### src/design/fbx_pkg.sv
// What this block does
// - Opcode high byte 1110 0110 branches only when the negative flag is one.
// - Opcode high byte 1110 0011 branches only when the carry flag is zero.
// - Opcode high byte 1110 0111 branches only when the negative flag is zero.
// - Opcode high byte 1110 0101 branches only when the overflow flag is zero.
// - Taken target is incremented address plus twice the signed offset, -128 to 127.
// - One word; one instruction cycle if not taken, two if taken.
// - Taken: decode, read offset, process, write PC, then four idle phases.
// - Bit clear with access bit zero and extended set uses indexed mode for f<=95.
// - Opcode 1001 bbba clears bit b of the addressed file register only.
// - Access bit zero selects access bank; one uses bank select register bank.
package fbx_pkg;
    localparam int           PC_W           = 21;
    localparam int           FADDR_W        = 12;
    localparam logic [7:0]   OPC_NEG        = 8'he6;
    localparam logic [7:0]   OPC_CARRY_CLR  = 8'he3;
    localparam logic [7:0]   OPC_NONNEG     = 8'he7;
    localparam logic [7:0]   OPC_NO_OVF     = 8'he5;
    localparam logic [3:0]   OPC_BIT_CLEAR  = 4'h9;
    localparam int           BIT_IDX_LSB    = 9;
    localparam int           ACCESS_BIT     = 8;
    localparam logic [7:0]   INDEXED_LIMIT  = 8'h5f;
    localparam logic [3:0]   ACCESS_LO_BANK = 4'h0;
    localparam logic [3:0]   ACCESS_HI_BANK = 4'hf;
    localparam logic [1:0]   Q_DECODE       = 2'h0;
    localparam logic [1:0]   Q_READ         = 2'h1;
    localparam logic [1:0]   Q_PROCESS      = 2'h2;
    localparam logic [1:0]   Q_WRITE        = 2'h3;

    typedef enum logic [2:0] {
        FBX_OP_NONE,
        FBX_OP_BRANCH_IF_NEGATIVE,
        FBX_OP_BRANCH_IF_CARRY_CLEAR,
        FBX_OP_BRANCH_IF_NONNEGATIVE,
        FBX_OP_BRANCH_IF_NO_OVERFLOW,
        FBX_OP_FILE_BIT_CLEAR
    } fbx_op_t;

    typedef enum logic {
        FBX_RUN,
        FBX_FLUSH
    } fbx_exec_t;

    typedef struct packed {
        logic negative;
        logic overflow;
        logic carry;
    } fbx_flags_t;

    typedef struct packed {
        logic               rd;
        logic               wr;
        logic [FADDR_W-1:0] addr;
        logic [7:0]         wdata;
        logic               indexed;
    } fbx_file_req_t;

    typedef struct packed {
        logic [1:0] q;
    } fbx_phase_t;

    typedef struct packed {
        fbx_exec_t          st;
        fbx_op_t            op;
        logic [7:0]         lit;
        logic [2:0]         bit_idx;
        logic               taken;
        logic [PC_W-1:0]    base;
        logic               pc_load;
        logic [PC_W-1:0]    pc_target;
        fbx_file_req_t      file;
        logic               flush;
    } fbx_state_t;
endpackage : fbx_pkg

### src/design/fbx_exec.sv
`timescale 1ns/10ps
module fbx_exec (
    input  wire logic                          core_clk,
    input  wire logic                          reset_n,
    input  wire logic [15:0]                   instr,
    input  wire logic                          instr_valid,
    input  wire fbx_pkg::fbx_flags_t           flags,
    input  wire logic                          ext_set_enable,
    input  wire logic [3:0]                    bank_select_register,
    input  wire logic [fbx_pkg::FADDR_W-1:0]   index_base,
    input  wire logic [fbx_pkg::PC_W-1:0]      pc_incremented,
    input  wire logic [7:0]                    file_rdata,
    output logic [1:0]                         quarter,
    output logic                               pc_load,
    output logic [fbx_pkg::PC_W-1:0]           pc_target,
    output fbx_pkg::fbx_file_req_t             file_req,
    output logic                               flush
);
    localparam int PC_W_L = fbx_pkg::PC_W;

    fbx_pkg::fbx_state_t r;
    fbx_pkg::fbx_state_t next_r;
    logic [1:0]          q;
    logic                taken_now;
    logic [PC_W_L-1:0]   offset2;

    fbx_quarter_phase u_phase (
        .core_clk (core_clk),
        .reset_n  (reset_n),
        .quarter  (q)
    );

    always_comb begin
        next_r          = r;
        next_r.pc_load  = 1'b0;
        next_r.file.rd  = 1'b0;
        next_r.file.wr  = 1'b0;
        taken_now       = 1'b0;
        offset2         = {{(PC_W_L-9){r.lit[7]}}, r.lit, 1'b0};
        case (r.op)
            fbx_pkg::FBX_OP_BRANCH_IF_NEGATIVE:    taken_now = flags.negative;
            fbx_pkg::FBX_OP_BRANCH_IF_CARRY_CLEAR: taken_now = !flags.carry;
            fbx_pkg::FBX_OP_BRANCH_IF_NONNEGATIVE: taken_now = !flags.negative;
            fbx_pkg::FBX_OP_BRANCH_IF_NO_OVERFLOW: taken_now = !flags.overflow;
            default:                               taken_now = 1'b0;
        endcase
        case (q)
            fbx_pkg::Q_DECODE: begin
                next_r.op    = fbx_pkg::FBX_OP_NONE;
                next_r.taken = 1'b0;
                if (r.st == fbx_pkg::FBX_FLUSH) begin
                    // Second cycle of a taken branch idles
                    next_r.flush = 1'b1;
                    next_r.st    = fbx_pkg::FBX_RUN;
                end else begin
                    next_r.flush = 1'b0;
                    next_r.base  = pc_incremented;
                    if (instr_valid) begin
                        next_r.lit     = instr[7:0];
                        next_r.bit_idx = instr[fbx_pkg::BIT_IDX_LSB +: 3];
                        case (instr[15:8])
                            fbx_pkg::OPC_NEG:
                                next_r.op = fbx_pkg::FBX_OP_BRANCH_IF_NEGATIVE;
                            fbx_pkg::OPC_CARRY_CLR:
                                next_r.op = fbx_pkg::FBX_OP_BRANCH_IF_CARRY_CLEAR;
                            fbx_pkg::OPC_NONNEG:
                                next_r.op = fbx_pkg::FBX_OP_BRANCH_IF_NONNEGATIVE;
                            fbx_pkg::OPC_NO_OVF:
                                next_r.op = fbx_pkg::FBX_OP_BRANCH_IF_NO_OVERFLOW;
                            default: begin
                                if (instr[15:12] == fbx_pkg::OPC_BIT_CLEAR) begin
                                    next_r.op = fbx_pkg::FBX_OP_FILE_BIT_CLEAR;
                                end
                            end
                        endcase
                        // Address select for the bit clear
                        next_r.file.indexed = 1'b0;
                        if (instr[fbx_pkg::ACCESS_BIT]) begin
                            next_r.file.addr = {bank_select_register, instr[7:0]};
                        end else if (ext_set_enable && instr[7:0] <= fbx_pkg::INDEXED_LIMIT) begin
                            next_r.file.addr    = index_base + {4'h0, instr[7:0]};
                            next_r.file.indexed = 1'b1;
                        end else if (instr[7:0] <= fbx_pkg::INDEXED_LIMIT) begin
                            next_r.file.addr = {fbx_pkg::ACCESS_LO_BANK, instr[7:0]};
                        end else begin
                            next_r.file.addr = {fbx_pkg::ACCESS_HI_BANK, instr[7:0]};
                        end
                    end
                end
            end
            fbx_pkg::Q_READ: begin
                // Read file register or take the offset literal
                if (r.op == fbx_pkg::FBX_OP_FILE_BIT_CLEAR) begin
                    next_r.file.rd = 1'b1;
                end
            end
            fbx_pkg::Q_PROCESS: begin
                if (r.op == fbx_pkg::FBX_OP_FILE_BIT_CLEAR) begin
                    next_r.file.wdata = file_rdata & ~(8'h01 << r.bit_idx);
                end
                next_r.taken     = taken_now;
                next_r.pc_target = r.base + offset2;
            end
            fbx_pkg::Q_WRITE: begin
                if (r.op == fbx_pkg::FBX_OP_FILE_BIT_CLEAR) begin
                    next_r.file.wr = 1'b1;
                end
                // Not taken: nothing in Q4, no status write ever
                if (r.taken) begin
                    next_r.pc_load = 1'b1;
                    next_r.st      = fbx_pkg::FBX_FLUSH;
                end
            end
            default: begin
                next_r = r;
            end
        endcase
    end

    always_ff @(posedge core_clk or negedge reset_n) begin
        if (!reset_n) begin
            r <= '0;
        end else begin
            r <= next_r;
        end
    end

    assign quarter   = q;
    assign pc_load   = r.pc_load;
    assign pc_target = r.pc_target;
    assign file_req  = r.file;
    assign flush     = r.flush;
endmodule : fbx_exec

### src/design/fbx_quarter_phase.sv
`timescale 1ns/10ps
module fbx_quarter_phase (
    input  wire logic          core_clk,
    input  wire logic          reset_n,
    output logic [1:0]         quarter
);
    fbx_pkg::fbx_phase_t r;
    fbx_pkg::fbx_phase_t next_r;

    // Free running Q1..Q4 counter
    always_comb begin
        next_r   = r;
        next_r.q = r.q + 2'h1;
    end

    always_ff @(posedge core_clk or negedge reset_n) begin
        if (!reset_n) begin
            r <= '0;
        end else begin
            r <= next_r;
        end
    end

    assign quarter = r.q;
endmodule : fbx_quarter_phase

### config.mk
export PLATFORM = sky130hd
export DESIGN_NAME = fbx_exec
export DESIGN_NICKNAME = d
export VERILOG_FILES = /design/src/design/fbx_pkg.sv /design/src/design/fbx_exec.sv /design/src/design/fbx_quarter_phase.sv
export SDC_FILE = /design/constraint.sdc
export NUM_CORES = 1
export LEC_CHECK = 0
export BUFFER_PORTS_ARGS = -buffer_cell sky130_fd_sc_hd__buf_2
export CORE_UTILIZATION = 40
export CTS_CLUSTER_SIZE = 40
export DETAILED_ROUTE_END_ITERATION = 12
export PLACE_DENSITY = 0.61
export SLEW_MARGIN = 20
export SYNTH_ARGS = -nofsm -noshare
export SYNTH_HDL_FRONTEND = slang
export SYNTH_HIERARCHICAL = 1
export SYNTH_SLANG_ARGS = --single-unit
### constraint.sdc
create_clock -name core_clk -period 3.2 [get_ports core_clk]
set_input_delay 0.48 -clock core_clk [delete_from_list [all_inputs] [get_ports core_clk]]
set_output_delay 0.48 -clock core_clk [all_outputs]
set_load 0.01 [all_outputs]
==> flow_summary.toml, run 1 <==
[run_status]
outcome = "completed"

[critical_path]
criticalPathCategory = "flop to flop"
slowest_stage = "dfrtp_1"
critPathMaxStageDelay_ns = 0.65
reg2reg_from = "offset2[8]$_DFFE_PN0P_"
worstPathCellList = "ha_1 -> a41o_1 -> a211oi_2 -> o21ai_2 -> a311oi_2 -> o21ai_1 -> mux2_4"
critPathTopFamily = "compound AO/OA/AOI/OAI gates"
cp-start-kind = "flop"
critPathArrivalTime_ns = 2.68
r2r_setup_slack_ns = 0.75
reg2reg_depth = 7
r2r-end = "pc_target[20]$_DFFE_PN0P_"
cp_num_buf_inv = 0
endpoint_kind = "flop"
required_ns = 3.43
critPathMaxFanout = 14

[yosys]
synth_flop_cell = "dfrtp_1"
syn_area_sq_um = 5199
ys_warn_count = 6
yosysTopAreaCell = "dfrtp_1"
synth_common_cells = "86 x nand2_1, 85 x dfrtp_1, 53 x o21ai_0"
syn_area_per_cell_sq_um = 9.153
syn_inst = 568
synth_edf_count = 0
synth.top_cell.area_share_pct = 40.91
synthTopCellsByArea = "dfrtp_1 41%, ha_1 6.5%, buf_4 6.4%, nand2_1 6.2%, o21ai_0 5.1%"
yosys_register_bits = 85
ys_seq_area_share_pct = 40.91
ys_types = 61
post-synth-top-count-cell = "nand2_1"
synthesis.nets = 665
async_flop_share_pct = 100.0

[clocking]
cts_htree_levels = 3
clk_latency_ns = 0.34
numCtsBuffers = 9
cts_tree = "yes"
cts.clk_slew.worst_paths_ns = 0.06
cts.sinks = 85
cts_hold_buffers = 0
cts_setup_buffers = 0
cts-root-buf = "clkbuf_16"
clk_path_buf_depth = 2
cts_resized = 0

[flow_run]
drv_cap = 0

[sta]
drv_slew = 0
fmax_mhz = 407.8
tightest_slew_ns = 0.6075
timing.final.crit_share_pct = 76.63
hold_viol_final = 0
period_minus_slack_ns = 2.452
finClkSkew_ns = 0.006123
timing.setup.tns_ns = 0
relSlewSlack_pct = 59.50
finalSetupViolations = 0
rsz0062_at_grt = "false"

[route]
drtPass1Iterations = 4
drc = 0
routedWlPerCell_um = 14.36
ant_nets = 0
drt_iter0_drc = 256
drt-vias-per-instance = 5.095
num_vias = 4137
wl_um = 11660

[die]
coreArea_sq_um = 12670
initial_utilization_pct = 41.03
die_h_um = 116.0
row_count = 41
dieArea_sq_um = 13460
io_pins = 116
die_w_um = 116.0

[grt]
gr-total-overflow = 0
grt_use_total_pct = 18.12
grt_pass1_wl_um = 18770
grt_pass1_vias = 3895
antenna_found_initial = 0
grt_max_degree = 86

[power_and_ir_drop]
power_frac_comb_pct = 25.8
p_int_w = 0.002152
p_leak_nw = 2.815
switching_share_pct = 30.28
ir_worst_vdd_v = 0.0002925
power.switching_w = 0.0009345
seq_power_share_pct = 42.0
clkPwrFrac_pct = 32.2
power_w = 0.003086
p_per_area_nw_per_um2 = 521.9

[min_path]
hold_path_class = "input pin to async pin"

[placement]
gp_congestion = 0.8697
dpl_cell_area_sq_um = 5635
dp_hpwl_um = 8777
place.port_buffers = 115

[final_layout]
nNetsFinal = 733
area_growth_pct = 13.77
antenna_cells = 0
postLayoutCellArea_sq_um = 5914
drive_gt1_share_pct = 25.94
[logic make-up (layout without fill, tap and decap cells)]
logic type / Yosys count / in the layout / synth area share (%)
mux: 26 / 26 / 5.632
fa+ha+maj: 29 / 29 / 7.268
xor+xnor: 21 / 21 / 3.538
simple gates: 181 / 181 / 15.93
flops: 85 / 85 / 40.91
compound gates: 145 / 145 / 17.40
buf+inv: 81 / 153 / 9.314
[how the worst max path moves through the flow]
stage / from / to / cells after the start / slack, ns
global placement: offset2[8]$_DFFE_PN0P_ / pc_target[20]$_DFFE_PN0P_ / 7 / 0.81
detailed placement: offset2[8]$_DFFE_PN0P_ / pc_target[20]$_DFFE_PN0P_ / 7 / 0.73
finish: offset2[8]$_DFFE_PN0P_ / pc_target[20]$_DFFE_PN0P_ / 7 / 0.75
floorplan: offset2[8]$_DFFE_PN0P_ / pc_target[20]$_DFFE_PN0P_ / 8 / 0.96
global route: offset2[8]$_DFFE_PN0P_ / pc_target[20]$_DFFE_PN0P_ / 7 / 0.55
CTS: offset2[8]$_DFFE_PN0P_ / pc_target[20]$_DFFE_PN0P_ / 7 / 0.72
[power by group through the flow]
stage | registers, W | clock network, W | logic, W
final | 0.00130 | 0.000995 | 0.000796
after global routing | 0.00131 | 0.00106 | 0.000899
after CTS | 0.00130 | 0.00101 | 0.000805
after detailed placement | 0.00132 | 0 | 0.000800
after global placement | 0.00131 | 0 | 0.000787
after floorplan | 0.00129 | 0 | 0.000673
[state kept, by name (all words and copies together) (netlist names)]
| register | cells |
|---|---|
| r | 29 |
| file_req | 23 |
| pc_load | 1 |
| pc_target | 21 |
| offset2 | 8 |
| flush | 1 |
| u_phase/quarter | 2 |
[through the flow]
step	utilization [%]	hold slack [ns]	setup WS (ns)	std cells
global placement	44.48	0.4463	0.8103	797
CTS	46.68	0.1906	0.7242	812
floorplan	-	0.1844	0.9582	568
detailed placement	44.48	0.4647	0.7346	797
global route	46.68	0.2112	0.5536	812
finish	46.68	0.1690	0.7478	812
[cells in the final DEF, fill, tap and decap left out, types with 5 or more instances in the layout]
master	netlist	final
dfrtp_1	85	85
clkbuf_16	0	9
a21oi_1	33	33
nand2_1	86	86
nor3_1	14	14
nor2_1	31	31
xor2_1	12	12
mux2_2	22	22
a31oi_1	5	5
nand3_1	9	9
nor3b_1	5	5
inv_1	17	17
buf_4	44	6
nand2b_1	6	6
nor2b_1	9	9
ha_1	27	27
buf_2	6	114
and3_1	5	5
o21ai_0	53	53
xnor2_1	9	9
a21o_1	6	6
[layout make-up]
cell class	count	area, sq um
fillers	1247	6756
multi-input cells	402	2594
flip-flops and latches	85	2127
repair buffers	121	635.6
clock buffers	14	274.0
well taps	172	215.2
inverters	17	63.81
clock inverters	1	5.005
[metal layers]
metal,part of all wire [%],track usage (%)
met3,4.9,3.766
met1,48,23.98
met4,1.0,7.179
met5,0,0
met2,46,29.01
Note: power is estimated with default switching activity, not from simulation.
==> run 2: changes to the inputs <==
Settings changed: PLACE_DENSITY 0.61 to 0.63.
Clock period 3.2 ns to 1.95 ns, I/O delays scaled along.
==> flow_summary.toml, run 2 (synthesis gave the netlist of run 1 again) <==
[final_layout]
nFillCells = 1166
final_cell_mix = "114 x buf_2, 85 x nand2_1, 84 x dfrtp_1"
area_growth_pct = 31.53
antenna_cells = 0
mostFrequentLayoutCell = "buf_2"
largest_reg_flops = 29
largest-register = "r"
postLayoutCellArea_sq_um = 6838
fin_util_pct = 53.96
nNetsFinal = 806
drive_gt1_share_pct = 40.06

[route]
drt_iter0_drc = 288
wl_um = 13090
met2_wirelength_um = 6410
drt-vias-per-instance = 5.100
drc = 0
drtPass1Iterations = 4
ant_nets = 0
num_vias = 4519
wl_met3_um = 612
maxUsedRoutingLayer = "met4"
routedWlPerCell_um = 14.78
wirelength_met1_um = 5796

[sta]
relSlewSlack_pct = 64.13
fmax_mhz = 484.8
period_minus_slack_ns = 2.063
hold_viol_final = 0
tightest_slew_ns = 0.5380
rsz0062_at_grt = "true"
timing.final.crit_share_pct = 105.8
layout_setup_ws_ns = -0.1125
drv_slew = 0
finalSetupViolations = 10
finClkSkew_ns = 0.005002

[clocking]
clk_path_buf_depth = 2
cts_htree_levels = 3
cts.clk_slew.worst_paths_ns = 0.06
cts-root-buf = "clkbuf_16"
numCtsBuffers = 9
clk_latency_ns = 0.34
cts.sinks = 85
cts_tree = "yes"

[power_and_ir_drop]
seq_power_share_pct = 36.9
switching_share_pct = 30.13
clkPwrFrac_pct = 32.3
ir_worst_vdd_v = 0.0004389
p_int_w = 0.004024
power_frac_comb_pct = 30.8
power.switching_w = 0.001735
p_per_area_nw_per_um2 = 842.3
p_leak_nw = 3.226

[critical_path]
endpoint_kind = "flop"
r2r_setup_slack_ns = -0.11
critPathArrivalTime_ns = 2.29
required_ns = 2.18
criticalPathCategory = "flop to flop"
cp-start-kind = "flop"
critPathMaxFanout = 6

[die]
initial_utilization_pct = 41.03
coreArea_sq_um = 12670
dieArea_sq_um = 13460
row_count = 41
die_w_um = 116.0
io_pins = 116
die_h_um = 116.0

[placement]
dpl_cell_area_sq_um = 6122
dp_hpwl_um = 9839
gp_congestion = 0.8887
place.port_buffers = 115
dp_slack_ns = -0.2558

[min_path]
hold_path_class = "input pin to flop"

[run_status]
outcome = "finished, violations left"
violations = "negative setup slack"

[grt]
gr-total-overflow = 0
grt_use_total_pct = 19.86
grt_pass1_wl_um = 20670
grt_max_degree = 41
grt_pass1_vias = 4418
antenna_found_initial = 0

[flow_run]
drv_cap = 0
[run 2: cell types whose count changed in the layout (fill, tap and decap cells not counted), moves of 3 or more]
cell,previous run,this run
ha_2,0,3
nor4_1,3,0
a21oi_2,0,10
buf_6,0,5
ha_1,27,15
buf_4,6,73
o21ai_0,53,45
o21ai_1,4,8
ha_4,0,9
a21oi_1,33,23
o21ai_2,2,6
[run 2: path summary, 6_finish.rpt]
kind                                         startpoint                         to  cells after the start
min in group asynchronous                       reset_n  pc_target[18]$_DFFE_PN0P_                      2
worst max register to register   offset2[8]$_DFFE_PN0P_  pc_target[20]$_DFFE_PN0P_                      7
max in group asynchronous                       reset_n     offset2[8]$_DFFE_PN0P_                      3
worst min register to register  file_req[0]$_DFFE_PN0P_    file_req[0]$_DFFE_PN0P_                      2
worst max-delay path             offset2[8]$_DFFE_PN0P_  pc_target[20]$_DFFE_PN0P_                      7
worst min-delay path                  pc_incremented[9]          r[55]$_DFFE_PN0P_                      2
[run 2: what timing repair did]
item | CTS | global route
endpoints found under the setup margin | 11 | 16
pin swaps | 23 | 14
resized for setup | 43 | 21
endpoints found under the hold margin | 38 | 0
hold buffers | 1 | 0
setup buffers | 7 | 4
[run 2: worst max-delay path, cell delays in order, from the launching register on]
cell and delay, ns:
dfrtp_2 0.47, buf_4 0.17, ha_4 0.20, a21o_1 0.21, a21o_4 0.24, a311oi_2 0.27, o21ai_2 0.09, mux2_4 0.30
[run 2: per-stage QoR]
stage | hold slack, ns | std cells | setup TNS (ns) | power (W)
floorplan | -0.003091 | 568 | -0.2913 | 0.003237
global placement | 0.3020 | 858 | -1.187 | 0.003640
detailed placement | 0.3098 | 858 | -1.723 | 0.003685
CTS | 0.1734 | 882 | -0.8148 | 0.005697
global route | 0.1784 | 886 | -2.074 | 0.006094
finish | 0.1827 | 886 | -0.8671 | 0.005759
[run 2: power groups by stage]
stage | Combinational, W | Clock (W) | Sequential (W)
after global routing | 0.00195 | 0.00198 | 0.00216
after CTS | 0.00167 | 0.00190 | 0.00213
final | 0.00177 | 0.00186 | 0.00213
after floorplan | 0.00112 | 0 | 0.00212
after detailed placement | 0.00153 | 0 | 0.00216
after global placement | 0.00149 | 0 | 0.00215
[run 2: routing by layer]
metal / vias up / global-route usage, %
met3: 20 / 4.079
met4: 0 / 8.034
met2: 101 / 33.29
met5: - / 0
met1: 2163 / 24.99
li1: 2235 / -
[run 2: layout make-up]
type                       count  area, sq um  share of cell area, %
sequential                    85         2128                  31.13
inverter                      17        63.81                 0.9332
tap                          172        215.2                  3.147
clock inverter                 6        83.83                  1.226
timing repair buffer         194         1205                  17.62
multi-input combinational    402         2903                  42.45
clock buffer                  10        239.0                  3.495
==> run 3: changes to the inputs <==
Settings changed: BUFFER_PORTS_ARGS -buffer_cell sky130_fd_sc_hd__buf_2 to default, DONT_BUFFER_PORTS from default to 1, GPL_TIMING_DRIVEN from default to 0, PLACE_DENSITY 0.63 to 0.55.
==> flow_summary.toml, run 3 (synthesis gave the netlist of run 1 again) <==
[final_layout]
largest-register = "r"
mostFrequentLayoutCell = "nand2_1"
antenna_cells = 0
area_growth_pct = 21.49
fin_cells = 781
final_cell_mix = "85 x nand2_1, 83 x dfrtp_1, 68 x buf_4"
largest_reg_flops = 29
nNetsFinal = 701
drive_gt1_share_pct = 29.72

[route]
drtPass1Iterations = 4
drc = 0
drt-vias-per-instance = 5.353
num_vias = 4181
drt_iter0_drc = 187
wl_um = 12830
routedWlPerCell_um = 16.43
ant_nets = 0

[clocking]
cts_htree_levels = 3
cts.clk_slew.worst_paths_ns = 0.06
numCtsBuffers = 9
clk_latency_ns = 0.35
cts.sinks = 85
cts_tree = "yes"
clk_path_buf_depth = 2
cts-root-buf = "clkbuf_16"

[sta]
hold_viol_final = 85
layout_setup_ws_ns = -0.2521
timing.final.crit_share_pct = 112.9
finalSetupViolations = 10
drv_slew = 0
rsz0062_at_grt = "true"
period_minus_slack_ns = 2.202
tightest_slew_ns = 0.5354
fmax_mhz = 454.1
whs_ns = -0.3598
relSlewSlack_pct = 63.98
finClkSkew_ns = 0.004176

[die]
coreArea_sq_um = 12670
dieArea_sq_um = 13460
io_pins = 116
initial_utilization_pct = 41.03
row_count = 41
die_w_um = 116.0
die_h_um = 116.0

[grt]
gr-total-overflow = 0
grt_pass1_vias = 4054
antenna_found_initial = 1
grt_max_degree = 86
grt_use_total_pct = 19.43
grt_pass1_wl_um = 19900

[critical_path]
criticalPathCategory = "flop to flop"
r2r_setup_slack_ns = -0.25
critPathMaxFanout = 7
critPathArrivalTime_ns = 2.43
endpoint_kind = "flop"
required_ns = 2.18
cp-start-kind = "flop"

[flow_run]
drv_cap = 0

[power_and_ir_drop]
seq_power_share_pct = 37.9
p_int_w = 0.003995
power.switching_w = 0.001672
power_frac_comb_pct = 28.6
p_leak_nw = 2.789
switching_share_pct = 29.50
clkPwrFrac_pct = 33.5
p_per_area_nw_per_um2 = 897.2
ir_worst_vdd_v = 0.0004424

[placement]
place.port_buffers = 0
dpl.cell_count = 740
dp_hpwl_um = 9001
gp_congestion = 0.8258

[run_status]
violations = "negative hold slack, negative setup slack"
outcome = "finished, violations left"

[min_path]
hold_path_class = "input pin to async pin"
-- run 3: routing by layer --
layer	wire length [um]	GRT usage, %
met1	5590	24.57
met3	614	4.916
met2	6366	31.23
met5	13	0
met4	248	8.889
-- run 3: final cells by class --
cell class	count	area, sq um
Buffer	60	414.1
Clock buffer	10	239.0
Clock inverter	6	93.84
Fill cell	1217	6355
Inverter	17	63.81
Multi-Input combinational cell	402	2918
Sequential cell	85	2132
Tap cell	172	215.2
Timing Repair Buffer	29	240.2
-- run 3: critical path, cell delays in order (launching register included) --
cell and delay [ns]:
dfrtp_4 0.56, ha_4 0.27, a211o_1 0.27, a211oi_2 0.17
o21ai_2 0.13, buf_4 0.17, a31oi_4 0.22, nor4_1 0.07
a211o_1 0.22
-- run 3: timing repair --
| action | 4_1_cts | 5_1_grt |
|---|---|---|
| setup buffers | 18 | 11 |
| resized for setup | 47 | 44 |
| hold endpoints to repair | 85 | 85 |
| setup endpoints to repair | 72 | 28 |
| pin swaps | 26 | 26 |
-- run 3: metrics by stage --
step / TNS, ns / instance area, sq um / utilization (%) / total power [W] / worst slack, ns
finish: -1.783 / 6316 / 49.85 / 0.005667 / -0.2521
global route: -2.996 / 6316 / 49.85 / 0.005974 / -0.3767
CTS: -1.787 / 6081 / 47.99 / 0.005573 / -0.2694
detailed placement: -7.436 / 5445 / 42.97 / 0.003481 / -0.3735
global placement: -6.831 / 5445 / 42.97 / 0.003448 / -0.3527
floorplan: -0.2913 / 5230 / - / 0.003237 / -0.1424
-- run 3: final timing paths --
| kind | start | end | depth (start not counted) |
|---|---|---|---|
| max | offset2[8]$_DFFE_PN0P_ | pc_target[16]$_DFFE_PN0P_ | 8 |
| min | reset_n | pc_target[17]$_DFFE_PN0P_ | 0 |
| max reg2reg | offset2[8]$_DFFE_PN0P_ | pc_target[16]$_DFFE_PN0P_ | 8 |
| min reg2reg | r[46]$_DFFE_PN0P_ | pc_target[0]$_DFFE_PN0P_ | 2 |
| max in group asynchronous | reset_n | offset2[8]$_DFFE_PN0P_ | 0 |
| min in group core_clk | instr[10] | r[69]$_DFFE_PN0P_ | 2 |
-- run 3: power groups by stage --
| stage | Combinational [W] | Clock, W | Sequential (W) |
|---|---|---|---|
| final | 0.00162 | 0.00190 | 0.00215 |
| after global routing | 0.00179 | 0.00201 | 0.00218 |
| after CTS | 0.00148 | 0.00195 | 0.00215 |
| after detailed placement | 0.00130 | 0 | 0.00218 |
| after global placement | 0.00128 | 0 | 0.00217 |
| after floorplan | 0.00112 | 0 | 0.00212 |
